===== src/rplpc_defs.vh =====
// register map, field positions, reset values and timing counts of the port lock/pass block
`ifndef RPLPC_DEFS_VH
`define RPLPC_DEFS_VH
`define RPLPC_ADDR_DEVICE_STATUS 8'h04
`define RPLPC_ADDR_RECEIVER_PORT_CONTROL 8'h0c
`define RPLPC_ADDR_FWD_CTL 8'h20
`define RPLPC_ADDR_PAGE_SEL 8'h4c
`define RPLPC_ADDR_PORT_STS1 8'h4d
`define RPLPC_ADDR_PORT_I2C_ID 8'h5c
`define RPLPC_ADDR_PORT_CFG 8'h5d
// receiver_port_control fields
`define RPLPC_RPC_EN0 0
`define RPLPC_RPC_EN1 1
`define RPLPC_RPC_LOCK_SEL_LO 2
`define RPLPC_RPC_PASS_SEL_LO 4
`define RPLPC_RPC_RESET 8'h03
// forwarding_control: bits 5:4 disable per port (set = disabled)
`define RPLPC_FWD_DIS_LO 4
`define RPLPC_FWD_RESET 8'h30
// device_status fields
`define RPLPC_DSTS_LOCK 2
`define RPLPC_DSTS_PASS 3
// per-port config fields
`define RPLPC_CFG_ERR_CHK 0
`define RPLPC_CFG_LOCK_QUAL 1
`define RPLPC_CFG_PASS_BLOCK 2
`define RPLPC_CFG_RESET 8'h03
// receive_port_status_one fields
`define RPLPC_STS_LOCK 0
`define RPLPC_STS_PASS 1
// timing
`define RPLPC_CLK_MHZ 50
`define RPLPC_LOCK_STABLE_US 2
`define RPLPC_LOCK_STABLE_CYC (`RPLPC_LOCK_STABLE_US * `RPLPC_CLK_MHZ)
`define RPLPC_PASS_FRAMES 4'h3
`define RPLPC_CNT_W 8
`endif


===== src/rplpc_port.v =====
// one receive port: lock acquisition, pass qualification and frame truncation
`timescale 1ns/1ps
`default_nettype none
`include "rplpc_defs.vh"
module rplpc_port (
   input wire clk,               // system clock
   input wire rst,               // sync reset, high
   input wire port_en,           // receiver enabled
   input wire sync_det,          // stream synchronised this cycle
   input wire bit_err,           // link bit error pulse
   input wire err_chk,           // include bit errors in lock decision
   input wire frame_end,         // end-of-frame pulse
   input wire frame_ok,          // frame length and line count consistent
   output reg locked,            // per-port lock
   output reg pass,              // pass status
   output reg rx_reset,          // receiver reset pulse on lock loss
   output reg trunc              // truncate current frame
);
   localparam S_ACQ = 2'd0;
   localparam S_LOCK = 2'd1;
   localparam S_RST = 2'd2;
   reg [1:0] state;
   reg [`RPLPC_CNT_W-1:0] stable_cnt;
   reg [3:0] good_frames;
   reg frame_bad;
   wire err = err_chk & bit_err;
   // the count is an integer expression; keep only the counter's width on purpose
   wire [31:0] stable_full = `RPLPC_LOCK_STABLE_CYC - 1;
   wire [`RPLPC_CNT_W-1:0] stable_max = stable_full[`RPLPC_CNT_W-1:0];
   always @(posedge clk) begin
      if (rst || !port_en) begin
         state <= S_ACQ;
         stable_cnt <= {`RPLPC_CNT_W{1'b0}};
         locked <= 1'b0;
         rx_reset <= 1'b0;
      end else begin
         rx_reset <= 1'b0;
         case (state)
            S_ACQ: begin
               // lock only after sync holds error free for the stable time
               if (!sync_det || err) begin
                  stable_cnt <= {`RPLPC_CNT_W{1'b0}};
               end else if (stable_cnt == stable_max) begin
                  state <= S_LOCK;
                  locked <= 1'b1;
               end else begin
                  stable_cnt <= stable_cnt + 1'b1;
               end
            end
            S_LOCK: begin
               if (!sync_det || err) begin
                  state <= S_RST;
                  locked <= 1'b0;
                  rx_reset <= 1'b1;
               end
            end
            S_RST: begin
               stable_cnt <= {`RPLPC_CNT_W{1'b0}};
               state <= S_ACQ;
            end
            default: state <= S_ACQ;
         endcase
      end
   end
   // pass: count consecutive valid frames; any fault restarts the count
   always @(posedge clk) begin
      if (rst || !locked) begin
         good_frames <= 4'h0;
         pass <= 1'b0;
         frame_bad <= 1'b0;
         trunc <= 1'b0;
      end else begin
         if (err)
            frame_bad <= 1'b1;
         trunc <= err | (frame_bad & ~frame_end);
         if (frame_end) begin
            frame_bad <= 1'b0;
            if (frame_bad || err || !frame_ok) begin
               good_frames <= 4'h0;
               pass <= 1'b0;
            end else if (good_frames == `RPLPC_PASS_FRAMES - 4'h1) begin
               pass <= 1'b1;
            end else begin
               good_frames <= good_frames + 4'h1;
            end
         end
      end
   end
endmodule
`default_nettype wire


===== src/rplpc_top.v =====
// receive port control, paging, forwarding gates and lock/pass status
// Functional notes
// - port control register can disable either or both receive inputs.
// - port disable bits written only by local I2C, never from the link.
// - page-select register picks which port's private registers are accessed.
// - each port has a programmable 7-bit I2C address reaching its registers directly.
// - per-port address also reaches the shared registers, but its writes to page select are ignored.
// - forwarding from all ports disabled after reset until software enables it.
// - lock/pass source select: 00 port0, 01 port1, 10 OR, 11 AND of enabled.
// - dedicated lock and pass pins, mirrored in the device status register.
// - each port locks only after synchronisation is stable.
// - optional bit-error checking in lock acquisition and loss.
// - per-port locked bit at bit 0 of receive port status register.
// - twelve-bit HF mode: lock pin needs active pixel clock; status bit does not.
// - ten-bit raw mode: input unused; lock pin follows port lock as with neither mode set.
// - per-port locked status can be routed to a GPIO output.
// - on lock loss the receiver resets and reruns lock acquisition.
// - frames with lock-loss errors are truncated; forwarding resumes after relock.
// - pass after a set number of valid frames, error free and consistent size.
// - option to truncate bad frames and block forwarding until pass.
// - port lock can qualify that port's forwarding enable.
`timescale 1ns/1ps
`default_nettype none
`include "rplpc_defs.vh"
module rplpc_top (
   input wire clk,                    // 50 MHz clock
   input wire rst,                    // sync reset, high
   input wire reg_wr,                 // register write strobe
   input wire reg_rd,                 // register read strobe
   input wire reg_remote,             // access came across the serial link
   input wire [6:0] reg_dev_addr,     // I2C target address of the access
   input wire [7:0] reg_addr,         // register offset
   input wire [7:0] reg_wdata,        // write data
   output reg [7:0] reg_rdata,        // read data
   output reg reg_ack,                // read/write done pulse
   input wire [6:0] main_i2c_addr,    // device's main I2C address
   input wire [1:0] sync_det,         // per-port stream synchronised
   input wire [1:0] bit_err,          // per-port link bit error pulse
   input wire [1:0] pclk_active,      // per-port serializer pixel clock active
   input wire [1:0] frame_end,        // per-port end-of-frame pulse
   input wire [1:0] frame_ok,         // per-port frame size consistent
   input wire [1:0] twelve_bit_high_freq_mode, // per-port mode: twelve-bit HF
   input wire [1:0] ten_bit_raw_mode, // per-port mode: ten-bit raw
   input wire [15:0] vid_data0,       // port 0 video word
   input wire vid_valid0,             // port 0 video valid
   input wire [15:0] vid_data1,       // port 1 video word
   input wire vid_valid1,             // port 1 video valid
   output reg vid_ready0,             // port 0 may deliver
   output reg vid_ready1,             // port 1 may deliver
   output reg [15:0] fwd_data,        // forwarded video word
   output reg fwd_port,               // source port of fwd_data
   output reg fwd_valid,              // forwarded word valid
   input wire fwd_ready,              // downstream accepts
   output reg lock_pin,               // lock output pin
   output reg pass_pin,               // pass output pin
   output reg gpio_lock,              // GPIO lock monitor output
   output reg [1:0] rx_reset          // per-port receiver reset pulse
);
   reg [7:0] receiver_port_control;
   reg [7:0] fwd_ctl;
   reg [1:0] page_sel;
   reg [6:0] port_id0;
   reg [6:0] port_id1;
   reg [7:0] port_cfg0;
   reg [7:0] port_cfg1;
   reg gpio_sel_en;
   reg gpio_sel_port;
   wire [1:0] locked;
   wire [1:0] pass;
   wire [1:0] trunc;
   wire [1:0] port_rst;
   wire [1:0] port_en = receiver_port_control[1:0];
   wire [1:0] err_chk = {port_cfg1[`RPLPC_CFG_ERR_CHK], port_cfg0[`RPLPC_CFG_ERR_CHK]};
   // direct port access through its own address, else paging
   wire hit0 = (port_id0 != 7'h00) && (reg_dev_addr == port_id0);
   wire hit1 = (port_id1 != 7'h00) && (reg_dev_addr == port_id1);
   wire hit_main = reg_dev_addr == main_i2c_addr;
   wire addr_ok = hit_main | hit0 | hit1;
   wire [1:0] sel = hit0 ? 2'b01 : (hit1 ? 2'b10 : page_sel);
   wire rd_port = sel[1] & ~sel[0];

   genvar g;
   generate
      for (g = 0; g < 2; g = g + 1) begin : gen_port
         rplpc_port u_port (
            .clk(clk),
            .rst(rst),
            .port_en(port_en[g]),
            .sync_det(sync_det[g]),
            .bit_err(bit_err[g]),
            .err_chk(err_chk[g]),
            .frame_end(frame_end[g]),
            .frame_ok(frame_ok[g]),
            .locked(locked[g]),
            .pass(pass[g]),
            .rx_reset(port_rst[g]),
            .trunc(trunc[g])
         );
      end
   endgenerate

   // pin-level lock: HF mode also needs an active pixel clock; ten_bit_raw_mode is not used
   wire [1:0] pin_lock;
   assign pin_lock = locked & ~(twelve_bit_high_freq_mode & ~pclk_active);

   function sel_src;
      input [1:0] s;
      input [1:0] v;
      input [1:0] en;
      begin
         case (s)
            2'b00: sel_src = v[0];
            2'b01: sel_src = v[1];
            2'b10: sel_src = |(v & en);
            2'b11: sel_src = (en != 2'b00) && ((v & en) == en);
            default: sel_src = 1'b0;
         endcase
      end
   endfunction
   wire next_lock = sel_src(receiver_port_control[3:2], pin_lock, port_en);
   wire next_pass = sel_src(receiver_port_control[5:4], pass, port_en);

   // forwarding gate: enable, optional lock qualify, optional pass block
   wire [1:0] fwd_en = ~fwd_ctl[5:4];
   wire [1:0] lock_q = {port_cfg1[`RPLPC_CFG_LOCK_QUAL], port_cfg0[`RPLPC_CFG_LOCK_QUAL]};
   wire [1:0] pass_b = {port_cfg1[`RPLPC_CFG_PASS_BLOCK], port_cfg0[`RPLPC_CFG_PASS_BLOCK]};
   wire [1:0] gate = fwd_en & port_en & (~lock_q | locked) & (~pass_b | pass);

   // two-entry buffer; truncated words are dropped, not stalled
   reg [15:0] buf_d0;
   reg [15:0] buf_d1;
   reg buf_p0;
   reg buf_p1;
   reg [1:0] cnt;
   reg rr;
   wire pick1 = vid_valid1 & gate[1] & (~(vid_valid0 & gate[0]) | rr);
   wire take0 = vid_ready0 & vid_valid0 & gate[0] & ~pick1;
   wire take1 = vid_ready1 & pick1;
   wire keep0 = take0 & ~trunc[0];
   wire keep1 = take1 & ~trunc[1];
   wire push = keep0 | keep1;
   wire pop = fwd_valid & fwd_ready;
   wire [1:0] next_cnt = cnt + {1'b0, push} - {1'b0, pop};
   always @(posedge clk) begin
      if (rst) begin
         cnt <= 2'd0;
         rr <= 1'b0;
         buf_d0 <= 16'h0000;
         buf_d1 <= 16'h0000;
         buf_p0 <= 1'b0;
         buf_p1 <= 1'b0;
         fwd_valid <= 1'b0;
         fwd_data <= 16'h0000;
         fwd_port <= 1'b0;
         vid_ready0 <= 1'b0;
         vid_ready1 <= 1'b0;
      end else begin
         if (take0 | take1)
            rr <= ~rr;
         cnt <= next_cnt;
         // head in slot 0; slot 1 holds a second word while stalled
         if (pop) begin
            buf_d0 <= (cnt == 2'd2) ? buf_d1 : (keep1 ? vid_data1 : vid_data0);
            buf_p0 <= (cnt == 2'd2) ? buf_p1 : keep1;
            if (cnt == 2'd2 && push) begin
               buf_d1 <= keep1 ? vid_data1 : vid_data0;
               buf_p1 <= keep1;
            end
         end else if (push) begin
            if (cnt == 2'd0) begin
               buf_d0 <= keep1 ? vid_data1 : vid_data0;
               buf_p0 <= keep1;
            end else begin
               buf_d1 <= keep1 ? vid_data1 : vid_data0;
               buf_p1 <= keep1;
            end
         end
         fwd_valid <= next_cnt != 2'd0;
         fwd_data <= (pop || cnt == 2'd0) ?
            ((pop && cnt == 2'd2) ? buf_d1 : (keep1 ? vid_data1 : vid_data0)) : buf_d0;
         fwd_port <= (pop || cnt == 2'd0) ?
            ((pop && cnt == 2'd2) ? buf_p1 : keep1) : buf_p0;
         // ready only while a free slot is guaranteed next cycle
         vid_ready0 <= next_cnt == 2'd0 || (next_cnt == 2'd1 && !(fwd_valid && !fwd_ready));
         vid_ready1 <= next_cnt == 2'd0 || (next_cnt == 2'd1 && !(fwd_valid && !fwd_ready));
      end
   end

   // register writes
   always @(posedge clk) begin
      if (rst) begin
         receiver_port_control <= `RPLPC_RPC_RESET;
         fwd_ctl <= `RPLPC_FWD_RESET;
         page_sel <= 2'b01;
         port_id0 <= 7'h00;
         port_id1 <= 7'h00;
         port_cfg0 <= `RPLPC_CFG_RESET;
         port_cfg1 <= `RPLPC_CFG_RESET;
         gpio_sel_en <= 1'b0;
         gpio_sel_port <= 1'b0;
      end else if (reg_wr && addr_ok) begin
         case (reg_addr)
            `RPLPC_ADDR_RECEIVER_PORT_CONTROL: begin
               receiver_port_control[7:2] <= reg_wdata[7:2];
               if (!reg_remote)
                  receiver_port_control[1:0] <= reg_wdata[1:0];
            end
            `RPLPC_ADDR_FWD_CTL: fwd_ctl <= reg_wdata;
            `RPLPC_ADDR_PAGE_SEL: begin
               if (!hit0 && !hit1)
                  page_sel <= reg_wdata[1:0];
            end
            `RPLPC_ADDR_PORT_I2C_ID: begin
               if (sel[0])
                  port_id0 <= reg_wdata[7:1];
               if (sel[1])
                  port_id1 <= reg_wdata[7:1];
            end
            `RPLPC_ADDR_PORT_CFG: begin
               if (sel[0])
                  port_cfg0 <= reg_wdata;
               if (sel[1])
                  port_cfg1 <= reg_wdata;
               gpio_sel_en <= reg_wdata[7];
               gpio_sel_port <= reg_wdata[6];
            end
            default: ;
         endcase
      end
   end

   // register reads, status pins
   always @(posedge clk) begin
      if (rst) begin
         reg_rdata <= 8'h00;
         reg_ack <= 1'b0;
         lock_pin <= 1'b0;
         pass_pin <= 1'b0;
         gpio_lock <= 1'b0;
         rx_reset <= 2'b00;
      end else begin
         reg_ack <= (reg_wr | reg_rd) & addr_ok;
         lock_pin <= next_lock;
         pass_pin <= next_pass;
         gpio_lock <= gpio_sel_en & locked[gpio_sel_port];
         rx_reset <= port_rst;
         if (reg_rd && addr_ok) begin
            case (reg_addr)
               `RPLPC_ADDR_DEVICE_STATUS:
                  reg_rdata <= {4'h0, pass_pin, lock_pin, 2'b00};
               `RPLPC_ADDR_RECEIVER_PORT_CONTROL: reg_rdata <= receiver_port_control;
               `RPLPC_ADDR_FWD_CTL: reg_rdata <= fwd_ctl;
               `RPLPC_ADDR_PAGE_SEL: reg_rdata <= {4'h0, rd_port, 1'b0, sel};
               `RPLPC_ADDR_PORT_STS1:
                  reg_rdata <= {6'h00, pass[rd_port], locked[rd_port]};
               `RPLPC_ADDR_PORT_I2C_ID:
                  reg_rdata <= {rd_port ? port_id1 : port_id0, 1'b0};
               `RPLPC_ADDR_PORT_CFG:
                  reg_rdata <= rd_port ? port_cfg1 : port_cfg0;
               default: reg_rdata <= 8'h00;
            endcase
         end
      end
   end
endmodule
`default_nettype wire

===== config.mk =====
export PLATFORM = sky130hd
export DESIGN_NAME = rplpc_top
export DESIGN_NICKNAME = d
export VERILOG_FILES = /design/src/rplpc_port.v /design/src/rplpc_top.v
export VERILOG_INCLUDE_DIRS = /design/src
export SDC_FILE = /design/constraint.sdc
export NUM_CORES = 1
export LEC_CHECK = 0
export ABC_AREA = 1
export BUFFER_PORTS_ARGS = -buffer_cell sky130_fd_sc_hd__buf_4
export CORE_MARGIN = 3
export CORE_UTILIZATION = 55
export CTS_CLUSTER_DIAMETER = 80
export CTS_CLUSTER_SIZE = 16
export DETAILED_ROUTE_END_ITERATION = 10
export GPL_TIMING_DRIVEN = 0
export PLACE_DENSITY = 0.84
export RECOVER_POWER = 100
export SYNTH_ARGS = -nofsm -noshare
export SYNTH_HDL_FRONTEND = slang
export SYNTH_SLANG_ARGS = --single-unit
export TNS_END_PERCENT = 100

===== constraint.sdc =====
create_clock -name clk -period 3.5 [get_ports clk]
set_clock_uncertainty 0.2 [all_clocks]
set_input_delay 0.7 -clock clk [delete_from_list [all_inputs] [get_ports clk]]
set_output_delay 0.7 -clock clk [all_outputs]
set_load 0.03 [all_outputs]

==> flow_summary.ini <==
[synthesis]
syn_inst = 1144
synth_top_area_share = 0.406
synth.most_common_cell = nand2_1
syn-cell-area_um2 = 7790
synth.mux.area_fraction = 0
synthXorXnorAreaFrac = 0.0157
synth_fa_ha_area_frac = 0.0145
synth-async-reset-ratio = 0
synth_seq_cells = 158
ys_top_cells_by_count = 232 x nand2_1, 190 x inv_1, 158 x dfxtp_1
seq_area_frac_synth = 0.406
synth_compound_area_frac = 0.163
synthFlopType = dfxtp_1
yosysTopAreaCell = dfxtp_1
synth_nets = 1237
synth_top_family_by_area = simple AND/OR/NAND/NOR gates
synth-edff-count = 0
yosys.area_share.simple = 0.281
avgSynthCellArea_um2 = 6.81
synth_area_leaders = dfxtp_1 41%, nand2_1 11%, inv_1 9.2%
yosys_warnings = 0
synth.distinct_cells = 41

[route]
route.final.wire_length_um = 21500
via_per_inst = 5.45
first_pass_iters = 6
ant_nets = 0
drc = 0
drt_iter0_drc = 868
route.vias.total = 7986
post_drt_wl_per_cell_um = 14.7

[grt]
grt_pass1_wl_um = 35000
grt_pass1_vias = 7372
gr-usage-all-layers = 0.271
antenna_found_initial = 0
grt_max_degree = 17
grt-ovfl-total = 0

[cts]
cts_buffer_depth = 2
cts_tree = built
htreeDepth = 4
numCtsBuffers = 17
post_cts_buffers = 0
clk_latency_ps = 430
cts_resized = 0
cts.sinks = 158
postCtsHoldBufs = 0
path_clk_slew_ps = 60
cts-root-buf = clkbuf_16

[job]
drv_cap = 0

[floorplanning]
start_util = 0.575
fp.coreArea_um2 = 13600
die_area_um2 = 15600
num_io_pins = 118
die_w_um = 125
die_h_um = 125
placementRows = 42

[setup_path]
crit_arrival_ps = 3290
critPathKind = register to register
start_kind = register
timing.rr.end = buf_d0[3]$_SDFFE_PP0P_
r2r_slack_ps = 390
crit_required_ps = 3680
r2r_start = receiver_port_control[1]$_SDFFE_PP1P_
critPathMaxFanout = 10
rr_worst_depth = 14
endpoint_kind = register

[hold_path]
min_from = gen_port[0].u_port.rx_reset$_SDFF_PP0_
hold_depth = 2
whs_endpoint = rx_reset[0]$_SDFF_PP0_
holdCritPathClass = register to register

[placed_design]
place_inst = 1434
post_dp_cell_area_um2 = 8870
hpwlAfterDp_um = 15500
portBuffers = 114
gp_congestion = 0.975
dp_slack_ps = 291

[sta]
worst_slew_pin_slew_ps = 939
final_max_slew_viol_count = 0
fin_setup_tns_ps = 0
period_minus_slack_ps = 3110
maxSlewHeadroom = 0.368
setup_violations = 0
fmax_ghz = 0.321
finalHoldViolations = 0
setup_slack_ps = 386
post-route-period-util = 0.890
rsz0062_at_grt = false

[power_and_ir_drop]
power_leakage_nw = 4.20
power.density_cell_area_nw_per_um2 = 440
pwr-share-clk = 0.498
swShare = 0.222
power_frac_comb = 0.061
peakVddDrop_mv = 0.343
p_sw_w = 0.000914
p_seq_frac = 0.441
p_int_w = 0.00320

[cells_and_area]
layout-area-overhead-vs-synth_pct = 19.9
seq_area_um2 = 3160
utilization = 0.689
postLayoutCellArea_um2 = 9340
final_layout_size_suffix_gt1_frac = 0.111
multi_input_area_um2 = 3660
diodes = 0
nFillCells = 1201
stdcell_count = 1465
layout.nets = 1370

[outcome]
status = completed
[worst max-delay path, stage by stage, from the launching register on]
cell and delay, ps:
dfxtp_1 520, nand3_1 140, a221oi_2 290, nand3_1 200
nor2_4 200, inv_1 110, o21ai_2 70, inv_2 70
ha_1 200, nor2_1 240, inv_1 140, clkbuf_1 310
a21oi_1 240, nand2_1 90, inv_1 50
[per-stage QoR]
stage	total power (W)	hold WS [ps]
global route	0.00422	227
finish	0.00411	211
detailed placement	0.00211	202
global placement	0.00211	200
CTS	0.00413	215
floorplan	0.00198	188
[cell families (layout without fill, tap and decap cells)]
logic type,after synthesis,in the layout
compound gates,229,229
fa+ha+maj,9,9
buf+inv,238,383
flops,158,158
simple gates,496,496
xor+xnor,14,14
[layer usage]
layer / global-route usage / vias to the layer above / share of wire
li1: - / 3958 / -
met1: 0.356 / 3605 / 0.43
met2: 0.443 / 362 / 0.46
met3: 0.0529 / 61 / 0.081
met4: 0.103 / 0 / 0.024
met5: 0 / - / 0
[cell usage in the layout, fill, tap and decap left out, drive strengths merged, types with 2 or more instances in the layout]
cell type  count
clkbuf        87
o21ai         78
nor2          94
or2           24
inv          196
a21oi        110
nand3        103
ha             9
buf           85
o22ai          5
a31oi          3
o211ai        17
clkinv         9
nor4           6
a221oi         5
xor2           7
dfxtp        158
bufinv         5
nor3b          6
nor3          12
a211oi         7
and3           2
xnor2          7
nand4         14
nand2        235
[state kept, by name (all words and copies together) (netlist names), 4 cells and up]
| name | count |
|---|---|
| fwd_data | 16 |
| buf_d1 | 16 |
| gen_port.u_port.stable_cnt | 16 |
| receiver_port_control | 8 |
| port_cfg0 | 8 |
| port_id1 | 7 |
| reg_rdata | 8 |
| gen_port.u_port.state | 4 |
| buf_d0 | 16 |
| port_id0 | 7 |
| port_cfg1 | 8 |
| fwd_ctl | 8 |
| gen_port.u_port.good_frames | 8 |
[worst max path at each step]
stage / from / endpoint / slack [ps] / cells after the start
final: receiver_port_control[1]$_SDFFE_PP1P_ / buf_d0[3]$_SDFFE_PP0P_ / 390 / 14
after CTS: receiver_port_control[1]$_SDFFE_PP1P_ / buf_d0[1]$_SDFFE_PP0P_ / 500 / 13
after global placement: vid_valid1 / buf_d0[4]$_SDFFE_PP0P_ / 330 / 14
after detailed placement: vid_valid1 / buf_d0[4]$_SDFFE_PP0P_ / 290 / 14
after global routing: receiver_port_control[1]$_SDFFE_PP1P_ / buf_d0[4]$_SDFFE_PP0P_ / 150 / 14
after floorplan: vid_valid1 / buf_d0[15]$_SDFFE_PP0P_ / 900 / 13
[power groups by stage]
stage | Clock, W | Sequential, W | Combinational (W)
detailed placement | 0 | 0.00185 | 0.000255
finish | 0.00205 | 0.00181 | 0.000251
global route | 0.00214 | 0.00181 | 0.000272
CTS | 0.00205 | 0.00181 | 0.000258
global placement | 0 | 0.00185 | 0.000252
floorplan | 0 | 0.00188 | 0.000101
[area by class of cell]
cell class	count	area share
inverters	198	0.0796
flip-flops and latches	158	0.339
clock buffers	18	0.0470
multi-input cells	748	0.392
well taps	176	0.0236
repair buffers	114	0.0776
plain buffers	40	0.0189
clock inverters	13	0.0226
Power figures use the tool's default switching activity.
